## src/core/bmsc_pkg.sv

```systemverilog
// Function
// - Supply undervoltage moves state to coin cell.
// - Overcurrent over 8 ms raises fault interrupt.
// - Soft-start steps PFM, APS, then PWM.
// - 3 ms after regulation, apply programmed mode.
// - Mode code selects Normal and Standby modes.
// - Off mode stops switching and discharges output.
// - Mode changes on writes and state changes.
// - Standby uses standby set point and mode.
// - Leaving Standby restores normal mode and voltage.
// - Set point changes step through the stepper.
// - Normal and standby set points share encoding.
// - Turn-off: kept regulators sleep, others off.
// - Sleep uses sleep set point and PFM.
// - Kept regulators stay on leaving Sleep.
// - Others restart at their slot with defaults.
// - Sleep set point six or seven bits.
// - Standby pin selects standby set point.
// - Level mode: low button is turn-off.
package bmsc_pkg;
  localparam int NUM_BUCK = 3;
  localparam int SP_W = 7;
  localparam int DAT_W = 8;
  localparam int ADR_W = 5;
  localparam logic [SP_W-1:0] FIRST_SP_MASK = 7'h3F;
  localparam logic [SP_W-1:0] SP_MASK = 7'h7F;
  localparam int CLK_PERIOD_NS = 100;
  localparam int OCP_TIME_US = 8000;
  localparam int SETTLE_TIME_US = 3000;
  localparam int SLOT_TIME_US = 2000;
  localparam int DVS_STEP_NS = 4000;
  localparam int OCP_CYCLES = (OCP_TIME_US * 1000 + CLK_PERIOD_NS - 1) / CLK_PERIOD_NS;
  localparam int SETTLE_CYCLES = SETTLE_TIME_US * 1000 / CLK_PERIOD_NS;
  localparam int SLOT_CYCLES = SLOT_TIME_US * 1000 / CLK_PERIOD_NS;
  localparam int DVS_CYCLES = DVS_STEP_NS / CLK_PERIOD_NS;
  localparam logic [ADR_W-1:0] A_CTRL = 5'h00;
  localparam logic [ADR_W-1:0] A_STATUS = 5'h01;
  localparam logic [ADR_W-1:0] A_MASK = 5'h02;
  localparam logic [ADR_W-1:0] A_PSTATE = 5'h03;
  localparam logic [ADR_W-1:0] A_CFG = 5'h04;
  localparam logic [ADR_W-1:0] A_NRM = 5'h07;
  localparam logic [ADR_W-1:0] A_STB = 5'h0A;
  localparam logic [ADR_W-1:0] A_SLP = 5'h0D;
  localparam logic [ADR_W-1:0] A_LIVE = 5'h10;
  localparam logic [ADR_W-1:0] A_CUR = 5'h13;
  localparam int CTRL_STYLE_BIT = 0;
  localparam int CFG_MODE_LSB = 0;
  localparam int CFG_MODE_W = 4;
  localparam int CFG_KEEP_BIT = 4;
  localparam int CFG_SLOT_LSB = 5;
  localparam int CFG_SLOT_W = 3;
  localparam int ST_OCP_LSB = 0;
  localparam int ST_COIN_BIT = 3;
  localparam int ST_ON_BIT = 4;
  localparam int ST_W = 5;
  localparam logic [DAT_W-1:0] CFG_RST = 8'h08;
  localparam logic [SP_W-1:0] NRM_RST = 7'h20;
  localparam logic [SP_W-1:0] STB_RST = 7'h18;
  localparam logic [SP_W-1:0] SLP_RST = 7'h10;
  localparam logic [CFG_SLOT_W-1:0] SEQ_MAX = 3'h7;

  typedef enum logic [1:0] {SW_OFF = 2'h0, SW_PFM = 2'h1, SW_APS = 2'h2, SW_PWM = 2'h3} bmsc_sw_type;

  typedef enum logic [4:0] {
    PS_OFF = 5'h01, PS_COIN = 5'h02, PS_ON = 5'h04, PS_STBY = 5'h08, PS_SLEEP = 5'h10
  } bmsc_pstate_type;

  typedef enum logic [5:0] {
    SS_IDLE = 6'h01, SS_PFM = 6'h02, SS_APS = 6'h04, SS_PWM = 6'h08, SS_SETTLE = 6'h10, SS_RUN = 6'h20
  } bmsc_ss_type;

  typedef struct packed {
    logic enable;
    logic discharge;
    logic limit;
    bmsc_sw_type mode;
    logic [SP_W-1:0] setpoint;
  } bmsc_stage_type;

  typedef struct packed {
    bmsc_sw_type nrm;
    bmsc_sw_type stb;
  } bmsc_pair_type;

  function automatic bmsc_pair_type bmsc_decode(input logic [CFG_MODE_W-1:0] code);
    bmsc_pair_type p;
    p = '{SW_OFF, SW_OFF};
    case (code)
      4'h1: p = '{SW_PWM, SW_OFF};
      4'h3: p = '{SW_PFM, SW_OFF};
      4'h4: p = '{SW_APS, SW_OFF};
      4'h5: p = '{SW_PWM, SW_PWM};
      4'h6: p = '{SW_PWM, SW_APS};
      4'h8: p = '{SW_APS, SW_APS};
      4'hC: p = '{SW_APS, SW_PFM};
      4'hD: p = '{SW_PWM, SW_PFM};
      default: p = '{SW_OFF, SW_OFF};
    endcase
    return p;
  endfunction : bmsc_decode
endpackage : bmsc_pkg

```

## src/core/bmsc_top.sv

```systemverilog
// Design decisions made here: the strobed register port and the register addresses.
`timescale 1ns/100ps
module bmsc_top import bmsc_pkg::*; #(
  parameter int OCP_CYC = OCP_CYCLES,
  parameter int SETTLE_CYC = SETTLE_CYCLES,
  parameter int SLOT_CYC = SLOT_CYCLES,
  parameter int DVS_CYC = DVS_CYCLES
) (
  // Clock and reset.
  input wire logic clk_sys_in,
  input wire logic sys_rst_in,
  // Register port.
  input wire logic [ADR_W-1:0] reg_addr_in,
  input wire logic [DAT_W-1:0] reg_wdata_in,
  input wire logic reg_wr_in,
  input wire logic reg_rd_in,
  output logic [DAT_W-1:0] reg_rdata_out,
  // Host pins.
  input wire logic standby_in,
  input wire logic power_button_input_in,
  // Analog monitors.
  input wire logic main_supply_low_in,
  input wire logic [NUM_BUCK-1:0] overcurrent_in,
  input wire logic [NUM_BUCK-1:0] in_regulation_in,
  // Power stage control.
  output bmsc_stage_type [NUM_BUCK-1:0] stage_out,
  output bmsc_pstate_type pstate_out,
  output logic irq_out
);
  localparam int SYN_W = 3 + 2 * NUM_BUCK;
  localparam int DVS_W = $clog2(DVS_CYC + 1);
  localparam int SLOT_W = $clog2(SLOT_CYC + 1);

  // Pin synchronisers.
  logic [SYN_W-1:0] syn1_q;
  logic [SYN_W-1:0] syn2_q;

  always_ff @(posedge clk_sys_in) begin
    if (sys_rst_in) begin
      syn1_q <= '0;
      syn2_q <= '0;
    end else begin
      syn1_q <= {in_regulation_in, overcurrent_in, main_supply_low_in, power_button_input_in, standby_in};
      syn2_q <= syn1_q;
    end
  end

  wire logic stby_s = syn2_q[0];
  wire logic btn_s = syn2_q[1];
  wire logic uv_s = syn2_q[2];
  wire logic [NUM_BUCK-1:0] oc_s = syn2_q[3 +: NUM_BUCK];
  wire logic [NUM_BUCK-1:0] reg_s = syn2_q[3 + NUM_BUCK +: NUM_BUCK];

  logic btn_prev_q;

  always_ff @(posedge clk_sys_in) begin
    if (sys_rst_in) begin
      btn_prev_q <= 1'b0;
    end else begin
      btn_prev_q <= btn_s;
    end
  end

  // Register state.
  logic [DAT_W-1:0] ctrl_q;
  logic [ST_W-1:0] st_q;
  logic [ST_W-1:0] mask_q;
  logic [DAT_W-1:0] cfg_q [NUM_BUCK];
  logic [SP_W-1:0] nrm_q [NUM_BUCK];
  logic [SP_W-1:0] stb_q [NUM_BUCK];
  logic [SP_W-1:0] slp_q [NUM_BUCK];
  logic [DAT_W-1:0] rdata_q;
  logic irq_q;

  // Regulator state.
  bmsc_stage_type stage_q [NUM_BUCK];
  bmsc_ss_type ss_q [NUM_BUCK];
  logic [SP_W-1:0] cur_q [NUM_BUCK];
  logic [NUM_BUCK-1:0] pend_q;
  logic [NUM_BUCK-1:0] keep_v;
  logic [NUM_BUCK-1:0] ocp_done;

  // Power state and sequencing.
  bmsc_pstate_type ps_q;
  bmsc_pstate_type ps_d;
  logic [DVS_W-1:0] dvs_cnt_q;
  logic [SLOT_W-1:0] slot_cnt_q;
  logic [CFG_SLOT_W-1:0] seq_q;

  // Bus decode.
  wire logic wr_ctrl = reg_wr_in && (reg_addr_in == A_CTRL);
  wire logic wr_status = reg_wr_in && (reg_addr_in == A_STATUS);
  wire logic wr_mask = reg_wr_in && (reg_addr_in == A_MASK);
  wire logic style = ctrl_q[CTRL_STYLE_BIT];

  // Events.
  wire logic btn_fall = btn_prev_q && !btn_s;
  wire logic ton_ev = !uv_s && (style ? btn_fall : btn_s);
  wire logic toff_ev = !style && !btn_s;
  wire logic any_keep = |keep_v;
  wire logic dvs_tick = dvs_cnt_q == DVS_W'(DVS_CYC - 1);
  wire logic slot_tick = slot_cnt_q == SLOT_W'(SLOT_CYC - 1);
  wire logic in_on = (ps_q == PS_ON) || (ps_q == PS_STBY);
  wire logic from_off = ps_q == PS_OFF;
  wire logic seq_start = (from_off || (ps_q == PS_SLEEP)) && (ps_d == PS_ON);
  wire logic coin_entry = (ps_d == PS_COIN) && (ps_q != PS_COIN);
  wire logic going_off = (ps_d == PS_OFF) || (ps_d == PS_COIN);
  wire logic going_sleep = ps_d == PS_SLEEP;

  always_comb begin
    ps_d = ps_q;
    unique case (ps_q)
      PS_OFF: begin
        if (uv_s) begin
          ps_d = PS_COIN;
        end else if (ton_ev) begin
          ps_d = PS_ON;
        end
      end
      PS_COIN: begin
        if (!uv_s) begin
          ps_d = PS_OFF;
        end
      end
      PS_ON: begin
        if (uv_s) begin
          ps_d = PS_COIN;
        end else if (toff_ev) begin
          ps_d = any_keep ? PS_SLEEP : PS_OFF;
        end else if (stby_s) begin
          ps_d = PS_STBY;
        end
      end
      PS_STBY: begin
        if (uv_s) begin
          ps_d = PS_COIN;
        end else if (toff_ev) begin
          ps_d = any_keep ? PS_SLEEP : PS_OFF;
        end else if (!stby_s) begin
          ps_d = PS_ON;
        end
      end
      PS_SLEEP: begin
        if (uv_s) begin
          ps_d = PS_COIN;
        end else if (ton_ev) begin
          ps_d = PS_ON;
        end
      end
      default: ps_d = PS_OFF;
    endcase
  end

  always_ff @(posedge clk_sys_in) begin
    if (sys_rst_in) begin
      ps_q <= PS_OFF;
    end else begin
      ps_q <= ps_d;
    end
  end

  // Shared stepper and slot timers.
  always_ff @(posedge clk_sys_in) begin
    if (sys_rst_in || dvs_tick) begin
      dvs_cnt_q <= '0;
    end else begin
      dvs_cnt_q <= dvs_cnt_q + 1'b1;
    end
  end

  always_ff @(posedge clk_sys_in) begin
    if (sys_rst_in || seq_start || !in_on || slot_tick) begin
      slot_cnt_q <= '0;
    end else begin
      slot_cnt_q <= slot_cnt_q + 1'b1;
    end
  end

  always_ff @(posedge clk_sys_in) begin
    if (sys_rst_in || seq_start) begin
      seq_q <= '0;
    end else if (in_on && slot_tick && (seq_q != SEQ_MAX)) begin
      seq_q <= seq_q + 1'b1;
    end
  end

  // Per-regulator control.
  for (genvar i = 0; i < NUM_BUCK; i++) begin : g_ch
    localparam logic [SP_W-1:0] MASK = (i == 0) ? FIRST_SP_MASK : SP_MASK;
    wire logic wr_cfg = reg_wr_in && (reg_addr_in == A_CFG + ADR_W'(i));
    wire logic wr_nrm = reg_wr_in && (reg_addr_in == A_NRM + ADR_W'(i));
    wire logic wr_stb = reg_wr_in && (reg_addr_in == A_STB + ADR_W'(i));
    wire logic wr_slp = reg_wr_in && (reg_addr_in == A_SLP + ADR_W'(i));
    wire logic keep = cfg_q[i][CFG_KEEP_BIT];
    wire logic [CFG_SLOT_W-1:0] slot = cfg_q[i][CFG_SLOT_LSB +: CFG_SLOT_W];
    wire bmsc_pair_type pair = bmsc_decode(cfg_q[i][CFG_MODE_LSB +: CFG_MODE_W]);
    wire logic drop = going_off || (going_sleep && !keep);
    wire logic restart = seq_start && (from_off || !keep);
    wire logic reload = seq_start && !from_off && !keep;
    wire logic launch = pend_q[i] && in_on && (seq_q >= slot) && (ss_q[i] == SS_IDLE);
    wire logic settle_done;
    wire logic on_d;
    bmsc_ss_type ss_d;
    bmsc_sw_type run_mode;
    bmsc_sw_type mode_d;
    logic [SP_W-1:0] target;

    assign keep_v[i] = keep;

    always_ff @(posedge clk_sys_in) begin
      if (sys_rst_in) begin
        cfg_q[i] <= CFG_RST;
        nrm_q[i] <= NRM_RST;
        stb_q[i] <= STB_RST;
        slp_q[i] <= SLP_RST;
      end else begin
        if (reload) begin
          cfg_q[i][CFG_MODE_LSB +: CFG_MODE_W] <= CFG_RST[CFG_MODE_LSB +: CFG_MODE_W];
          nrm_q[i] <= NRM_RST;
        end
        if (wr_cfg) begin
          cfg_q[i] <= reg_wdata_in;
        end
        if (wr_nrm) begin
          nrm_q[i] <= reg_wdata_in[SP_W-1:0] & MASK;
        end
        if (wr_stb) begin
          stb_q[i] <= reg_wdata_in[SP_W-1:0] & MASK;
        end
        if (wr_slp) begin
          slp_q[i] <= reg_wdata_in[SP_W-1:0] & MASK;
        end
      end
    end

    always_ff @(posedge clk_sys_in) begin
      if (sys_rst_in) begin
        pend_q[i] <= 1'b0;
      end else if (restart) begin
        pend_q[i] <= 1'b1;
      end else if (drop || launch) begin
        pend_q[i] <= 1'b0;
      end
    end

    always_comb begin
      ss_d = ss_q[i];
      unique case (ss_q[i])
        SS_IDLE: ss_d = launch ? SS_PFM : SS_IDLE;
        SS_PFM: ss_d = dvs_tick ? SS_APS : SS_PFM;
        SS_APS: ss_d = dvs_tick ? SS_PWM : SS_APS;
        SS_PWM: ss_d = reg_s[i] ? SS_SETTLE : SS_PWM;
        SS_SETTLE: ss_d = settle_done ? SS_RUN : SS_SETTLE;
        SS_RUN: ss_d = SS_RUN;
        default: ss_d = SS_IDLE;
      endcase
      if (drop) begin
        ss_d = SS_IDLE;
      end
    end

    always_ff @(posedge clk_sys_in) begin
      if (sys_rst_in) begin
        ss_q[i] <= SS_IDLE;
      end else begin
        ss_q[i] <= ss_d;
      end
    end

    bmsc_timer #(
      .CYCLES(SETTLE_CYC)
    ) u_settle (
      .clk_sys_in(clk_sys_in),
      .sys_rst_in(sys_rst_in),
      .run_in(ss_q[i] == SS_SETTLE),
      .done_out(settle_done)
    );

    bmsc_timer #(
      .CYCLES(OCP_CYC)
    ) u_ocp (
      .clk_sys_in(clk_sys_in),
      .sys_rst_in(sys_rst_in),
      .run_in(oc_s[i] && stage_q[i].enable),
      .done_out(ocp_done[i])
    );

    always_comb begin
      if (ps_q == PS_SLEEP) begin
        run_mode = SW_PFM;
        target = slp_q[i] & MASK;
      end else if (ps_q == PS_STBY) begin
        run_mode = pair.stb;
        target = stb_q[i] & MASK;
      end else begin
        run_mode = pair.nrm;
        target = nrm_q[i] & MASK;
      end
      unique case (ss_q[i])
        SS_PFM: mode_d = SW_PFM;
        SS_APS: mode_d = SW_APS;
        SS_PWM, SS_SETTLE: mode_d = SW_PWM;
        SS_RUN: mode_d = run_mode;
        default: mode_d = SW_OFF;
      endcase
    end

    assign on_d = mode_d != SW_OFF;

    always_ff @(posedge clk_sys_in) begin
      if (sys_rst_in) begin
        cur_q[i] <= NRM_RST & MASK;
      end else if (!on_d) begin
        cur_q[i] <= target;
      end else if (dvs_tick && (cur_q[i] < target)) begin
        cur_q[i] <= cur_q[i] + 1'b1;
      end else if (dvs_tick && (cur_q[i] > target)) begin
        cur_q[i] <= cur_q[i] - 1'b1;
      end
    end

    always_ff @(posedge clk_sys_in) begin
      if (sys_rst_in) begin
        stage_q[i] <= '{1'b0, 1'b1, 1'b0, SW_OFF, NRM_RST & MASK};
      end else begin
        stage_q[i].enable <= on_d;
        stage_q[i].discharge <= !on_d;
        stage_q[i].limit <= oc_s[i] && on_d;
        stage_q[i].mode <= mode_d;
        stage_q[i].setpoint <= cur_q[i];
      end
    end

    assign stage_out[i] = stage_q[i];
  end

  // Status, mask and interrupt.
  wire logic [ST_W-1:0] st_set = {seq_start, coin_entry, ocp_done};
  wire logic [ST_W-1:0] st_clr = wr_status ? reg_wdata_in[ST_W-1:0] : '0;

  always_ff @(posedge clk_sys_in) begin
    if (sys_rst_in) begin
      ctrl_q <= '0;
      st_q <= '0;
      mask_q <= '0;
      irq_q <= 1'b0;
    end else begin
      if (wr_ctrl) begin
        ctrl_q <= reg_wdata_in;
      end
      if (wr_mask) begin
        mask_q <= reg_wdata_in[ST_W-1:0];
      end
      st_q <= (st_q & ~st_clr) | st_set;
      irq_q <= |(st_q & mask_q);
    end
  end

  // Read path.
  logic [DAT_W-1:0] rd_mux;

  always_comb begin
    rd_mux = '0;
    if (reg_addr_in == A_CTRL) begin
      rd_mux = ctrl_q;
    end
    if (reg_addr_in == A_STATUS) begin
      rd_mux = DAT_W'(st_q);
    end
    if (reg_addr_in == A_MASK) begin
      rd_mux = DAT_W'(mask_q);
    end
    if (reg_addr_in == A_PSTATE) begin
      rd_mux = DAT_W'(ps_q);
    end
    for (int i = 0; i < NUM_BUCK; i++) begin
      if (reg_addr_in == A_CFG + ADR_W'(i)) begin
        rd_mux = cfg_q[i];
      end
      if (reg_addr_in == A_NRM + ADR_W'(i)) begin
        rd_mux = DAT_W'(nrm_q[i]);
      end
      if (reg_addr_in == A_STB + ADR_W'(i)) begin
        rd_mux = DAT_W'(stb_q[i]);
      end
      if (reg_addr_in == A_SLP + ADR_W'(i)) begin
        rd_mux = DAT_W'(slp_q[i]);
      end
      if (reg_addr_in == A_LIVE + ADR_W'(i)) begin
        rd_mux = DAT_W'({ss_q[i] == SS_RUN, stage_q[i].limit, stage_q[i].discharge,
                         stage_q[i].enable, stage_q[i].mode});
      end
      if (reg_addr_in == A_CUR + ADR_W'(i)) begin
        rd_mux = DAT_W'(stage_q[i].setpoint);
      end
    end
  end

  always_ff @(posedge clk_sys_in) begin
    if (sys_rst_in) begin
      rdata_q <= '0;
    end else begin
      rdata_q <= reg_rd_in ? rd_mux : '0;
    end
  end

  assign reg_rdata_out = rdata_q;
  assign pstate_out = ps_q;
  assign irq_out = irq_q;
endmodule : bmsc_top

```

## src/core/bmsc_timer.sv

```systemverilog
`timescale 1ns/100ps
module bmsc_timer import bmsc_pkg::*; #(
  parameter int CYCLES = 4
) (
  // Clock and reset.
  input wire logic clk_sys_in,
  input wire logic sys_rst_in,
  // Control.
  input wire logic run_in,
  output logic done_out
);
  localparam int W = $clog2(CYCLES + 2);

  logic [W-1:0] cnt_q;
  wire logic hit = cnt_q == W'(CYCLES);
  wire logic sat = cnt_q == W'(CYCLES + 1);

  always_ff @(posedge clk_sys_in) begin
    if (sys_rst_in || !run_in) begin
      cnt_q <= '0;
    end else if (!sat) begin
      cnt_q <= cnt_q + 1'b1;
    end
  end

  assign done_out = run_in && hit;
endmodule : bmsc_timer

```

## config.mk

```make
export PLATFORM = sky130hd
export DESIGN_NAME = bmsc_top
export DESIGN_NICKNAME = d
export VERILOG_FILES = /design/src/core/bmsc_pkg.sv /design/src/core/bmsc_top.sv /design/src/core/bmsc_timer.sv
export SDC_FILE = /design/constraint.sdc
export NUM_CORES = 1
export LEC_CHECK = 0
export BUFFER_PORTS_ARGS = -buffer_cell sky130_fd_sc_hd__buf_2
export CORE_UTILIZATION = 44
export CTS_CLUSTER_DIAMETER = 120
export DETAILED_ROUTE_END_ITERATION = 12
export SLEW_MARGIN = 20
export SYNTH_ARGS = -nofsm -noshare
export SYNTH_HDL_FRONTEND = slang
export SYNTH_HIERARCHICAL = 1
export SYNTH_SLANG_ARGS = --single-unit
```

## constraint.sdc

```tcl
create_clock -name clk_sys_in -period 3.5 [get_ports clk_sys_in]
set_input_delay 0.7 -clock clk_sys_in [delete_from_list [all_inputs] [get_ports clk_sys_in]]
set_output_delay 0.7 -clock clk_sys_in [all_outputs]
set_load 0.01 [all_outputs]
```

==> summary.md <==
| Metric | Value |
|---|---|
| Post-synth top area cell | `dfxtp_1` |
| First-pass GRT wire length | `89.8 mm` |
| H-tree levels | `2` |
| Clock Power Share | `47.0%` |
| Via-per-instance ratio | `6.07` |
| Die Area | `43,000 sq um` |
| Vias | `16,400` |
| Synth warn | `6` |
| 1st-pass router iterations | `6` |
| Startpoint types | `flip-flop` |
| Clock tree buffer depth | `3` |
| Clock tree root buffer cell | `clkbuf_16` |
| Syn Inst Count | `2,072` |
| R2R depth | `12` |
| Per-cell routed wire length | `21.3 um` |
| Max Clock Skew | `0.0210 ns` |
| # Max-Cap Violations | `0` |
| Post-route DRC | `0` |
| GR Overflow Total | `0` |
| RSZ-0062 raised after global routing | `false` |
| I/O Buffers | `75` |
| Setup TNS | `0 ns` |
| Flops & latches, synth | `333` |
| Share of the synthesized area in the top cell type | `24.6%` |
| Power Total | `9.55 mW` |
| Net count reported at finish | `2,237` |
| Final HPWL DP | `42.4 mm` |
| Post-CTS Setup Inserts | `0` |
| Total GRT Usage | `26.5%` |
| Largest net degree at the start of global routing | `58` |
| Die height | `207 um` |
| Sw frac | `24.6%` |
| Switching pwr | `2.35 mW` |
| Worst skew pair latency | `0.56 ns` |
| TritonCTS Buffers | `40` |
| 1st-iter DRT viols | `1,665` |
| Starting Density | `45.1%` |
| Cell area after layout | `21,100 sq um` |
| Core area | `41,200 sq um` |
| CP arrival | `3.62 ns` |
| Number of global-route vias before repair | `15,700` |
| Cell Int Power | `7.21 mW` |
| Post-synth EDFFs | `105` |
| Synth top area cells | `dfxtp_1, edfxtp_1, ha_1, nand2_1, nor2_1` |
| DIE WIDTH | `207 um` |
| Dpl cell area | `19,700 sq um` |
| DRT antenna net count | `0` |
| Row cnt | `74` |
| CTS tree | `yes` |
| Setup WS pre-CTS | `0.196 ns` |
| Final Hold Viols | `0` |
| Peak supply drop | `399 uV` |
| FF-to-FF End | `cur_q[2][5]` |
| Max Fclk | `301 MHz` |
| Layout Utilization | `51.3%` |
| Clock sinks | `333` |
| PD cells | `452 nW/um^2` |
| Pins Over Slew Limit | `0` |
| Setup crit end | `cur_q[2][5]` |
| Share of layout cells above drive strength 1 | `13.1%` |
| Worst Setup End Kind | `flip-flop` |
| Flop pwr share | `44.0%` |
| Syn_nets | `2,161` |
| Setup slack after layout | `0.173 ns` |
| Area delta synth->final | `13.9%` |
| Setup violators final | `0` |
| Worst slew pin tran | `0.883 ns` |
| Routed WL | `57.8 mm` |
| Post-synth ARST share | `0%` |
| RD Place Congestion | `1.01` |
| Cell variety after synth | `100` |
| Worst Hold Class | `input pin to flip-flop` |
| # IOs | `76` |
| Fin crit period | `3.33 ns` |
| Top_reg_cell synth | `dfxtp_1` |
| R2r setup slk | `0.17 ns` |
| Synthesized area | `18,600 sq um` |
| Clk slew on worst S/H paths | `0.06 ns` |
| Hold buffers post-CTS | `0` |
| Critical Path RT | `3.80 ns` |
| Initial antenna violation count | `3` |
| Mean Syn Cell Area | `8.96 sq um` |
| Sequential share of the synthesized area | `41.6%` |
| Status | `complete, no violations` |
| # fillers | `3,850` |
| Crit Path Class | `flip-flop to flip-flop` |
| Leakage power | `7.87 nW` |
| Critical Path Start | `pstate_out[1]` |
| Crit-path max FO | `24` |
| Slew HR | `40.9%` |
| Combinational Power Share | `9.0%` |
| Worst R2R Start | `pstate_out[1]` |
| Final period utilization | `95.1%` |
==> state kept, by name, indices dropped and copies added (netlist names) <==
register / flops
seq_q: 3
btn_prev_q: 1
stage_q: 36
slp_q: 20
reg_rdata_out: 8
mask_q: 5
ctrl_q: 8
cur_q: 21
pstate_out: 5
syn1_q: 9
nrm_q: 20
syn2_q: 9
ss_q: 18
st_q: 5
g_ch.u_ocp/cnt_q: 51
pend_q: 3
cfg_q: 24
slot_cnt_q: 15
g_ch.u_settle/cnt_q: 45
irq_out: 1
dvs_cnt_q: 6
stb_q: 20
==> how the worst min path moves through the flow <==
stage	cells past startpoint	start	endpoint
after global placement	1	syn1_q[4]	syn2_q[4]
final	2	power_button_input_in	syn1_q[1]
after detailed placement	1	syn1_q[6]	syn2_q[6]
after floorplan	2	syn2_q[4]	stage_q[1][9]
after global routing	2	power_button_input_in	syn1_q[1]
after CTS	2	power_button_input_in	syn1_q[1]
==> layout by cell type (no fill, tap or decap), types with 9 or more instances in the layout <==
master / instances
o2bb2ai_1: 10
or4_1: 20
nand2_1: 187
a22oi_1: 18
ha_1: 63
and2_1: 29
mux2i_1: 48
nand3b_1: 18
a211oi_1: 11
nor3_1: 51
o21ai_0: 51
or3_1: 27
buf_2: 74
nor3b_1: 9
nand4_1: 37
and3_1: 76
xnor2_1: 34
o21ai_1: 10
dfxtp_1: 228
nand3_1: 92
o31ai_1: 16
nand2b_1: 37
inv_1: 81
a21oi_1: 116
nand4b_1: 10
buf_4: 64
o22ai_1: 26
nor2_1: 180
edfxtp_1: 105
nor2b_1: 51
a31oi_1: 12
nor4_1: 25
o211ai_1: 20
o221ai_1: 19
a221oi_1: 11
xor2_1: 42
nor4b_1: 11
clkbuf_16: 41
==> synth_stat cells (11+ instances only) <==
library cell	instances
or4_1	20
xor2_1	42
and2_1	29
nand3_1	92
nor2_1	181
o211ai_1	20
and3_1	76
edfxtp_1	105
o221ai_1	19
buf_2	18
or3_1	27
nand4_1	37
o21ai_0	52
clkbuf_1	78
inv_1	81
nand3b_1	18
a21oi_1	117
xnor2_1	34
nor4b_1	11
nor3_1	51
a22oi_1	18
nor2b_1	52
mux2i_1	48
o22ai_1	26
a211oi_1	12
nand2b_1	37
ha_1	63
nor4_1	26
nand2_1	187
a221oi_1	12
o31ai_1	16
dfxtp_1	228
a31oi_1	12
==> per-stage QoR <==
step	cells	hold slack [ns]
4_1_cts	2709	0.327
2_1_floorplan	2072	0.404
3_5_place_dp	2638	0.422
6_report	2710	0.362
5_1_grt	2710	0.351
3_3_place_gp	2638	0.425
==> kinds of logic (layout without fill, tap and decap cells) <==
family,count (synthesis),count (layout),share of synthesized area (%)
AND/OR/NAND/NOR,938,938,28.1
AO/OA/AOI/OAI,415,415,15.1
flip-flops,333,333,41.6
buffers and inverters,191,296,4.06
XOR/XNOR,76,76,3.59
adder cells (fa/ha/maj),63,63,4.25
multiplexers,56,56,3.26
other,0,1,0
==> routing by layer <==
layer | up-vias | routed length [um] | global-route usage (%)
met5 | - | 18 | 0
met3 | 134 | 3710 | 4.30
met1 | 7934 | 25600 | 35.1
met2 | 589 | 26400 | 42.9
li1 | 7781 | - | -
met4 | 4 | 2110 | 10.9
==> critical path: stages, from the launching register on <==
cell and delay [ns]:
dfxtp_1 0.34, or3_1 0.38, nor2_2 0.14, buf_12 0.20, mux2i_1 0.11, a21oi_2 0.16, inv_1 0.06, ha_1 0.29
and4_1 0.23, a21boi_1 0.16, or2_2 0.35, o221a_2 0.30, o32a_1 0.34
==> power groups by stage <==
stage	Clock [mW]	Combinational [mW]	Sequential, mW
2_1_floorplan	0	0.557	4.23
3_3_place_gp	0	0.835	4.28
3_5_place_dp	0	0.840	4.28
4_1_cts	4.59	0.844	4.20
5_1_grt	4.71	0.931	4.21
6_report	4.49	0.863	4.20
==> what timing repair did <==
action,in CTS,in global routing
setup endpoints to repair,0,10
endpoints found under the hold margin,0,0
gates resized for setup,0,7
==> area by class of cell <==
| cell class | instances | area [sq um] | area share, % |
|---|---|---|---|
| multi-input combinational | 1548 | 10100 | 47.9 |
| clock buffer | 51 | 1100 | 5.22 |
| tap | 532 | 666 | 3.15 |
| clock inverter | 20 | 305 | 1.44 |
| inverter | 84 | 315 | 1.49 |
| timing repair buffer | 141 | 911 | 4.31 |
| antenna | 1 | 2.50 | 0.0118 |
| sequential | 333 | 7720 | 36.5 |
Note: power is estimated with default switching activity, not from simulation.
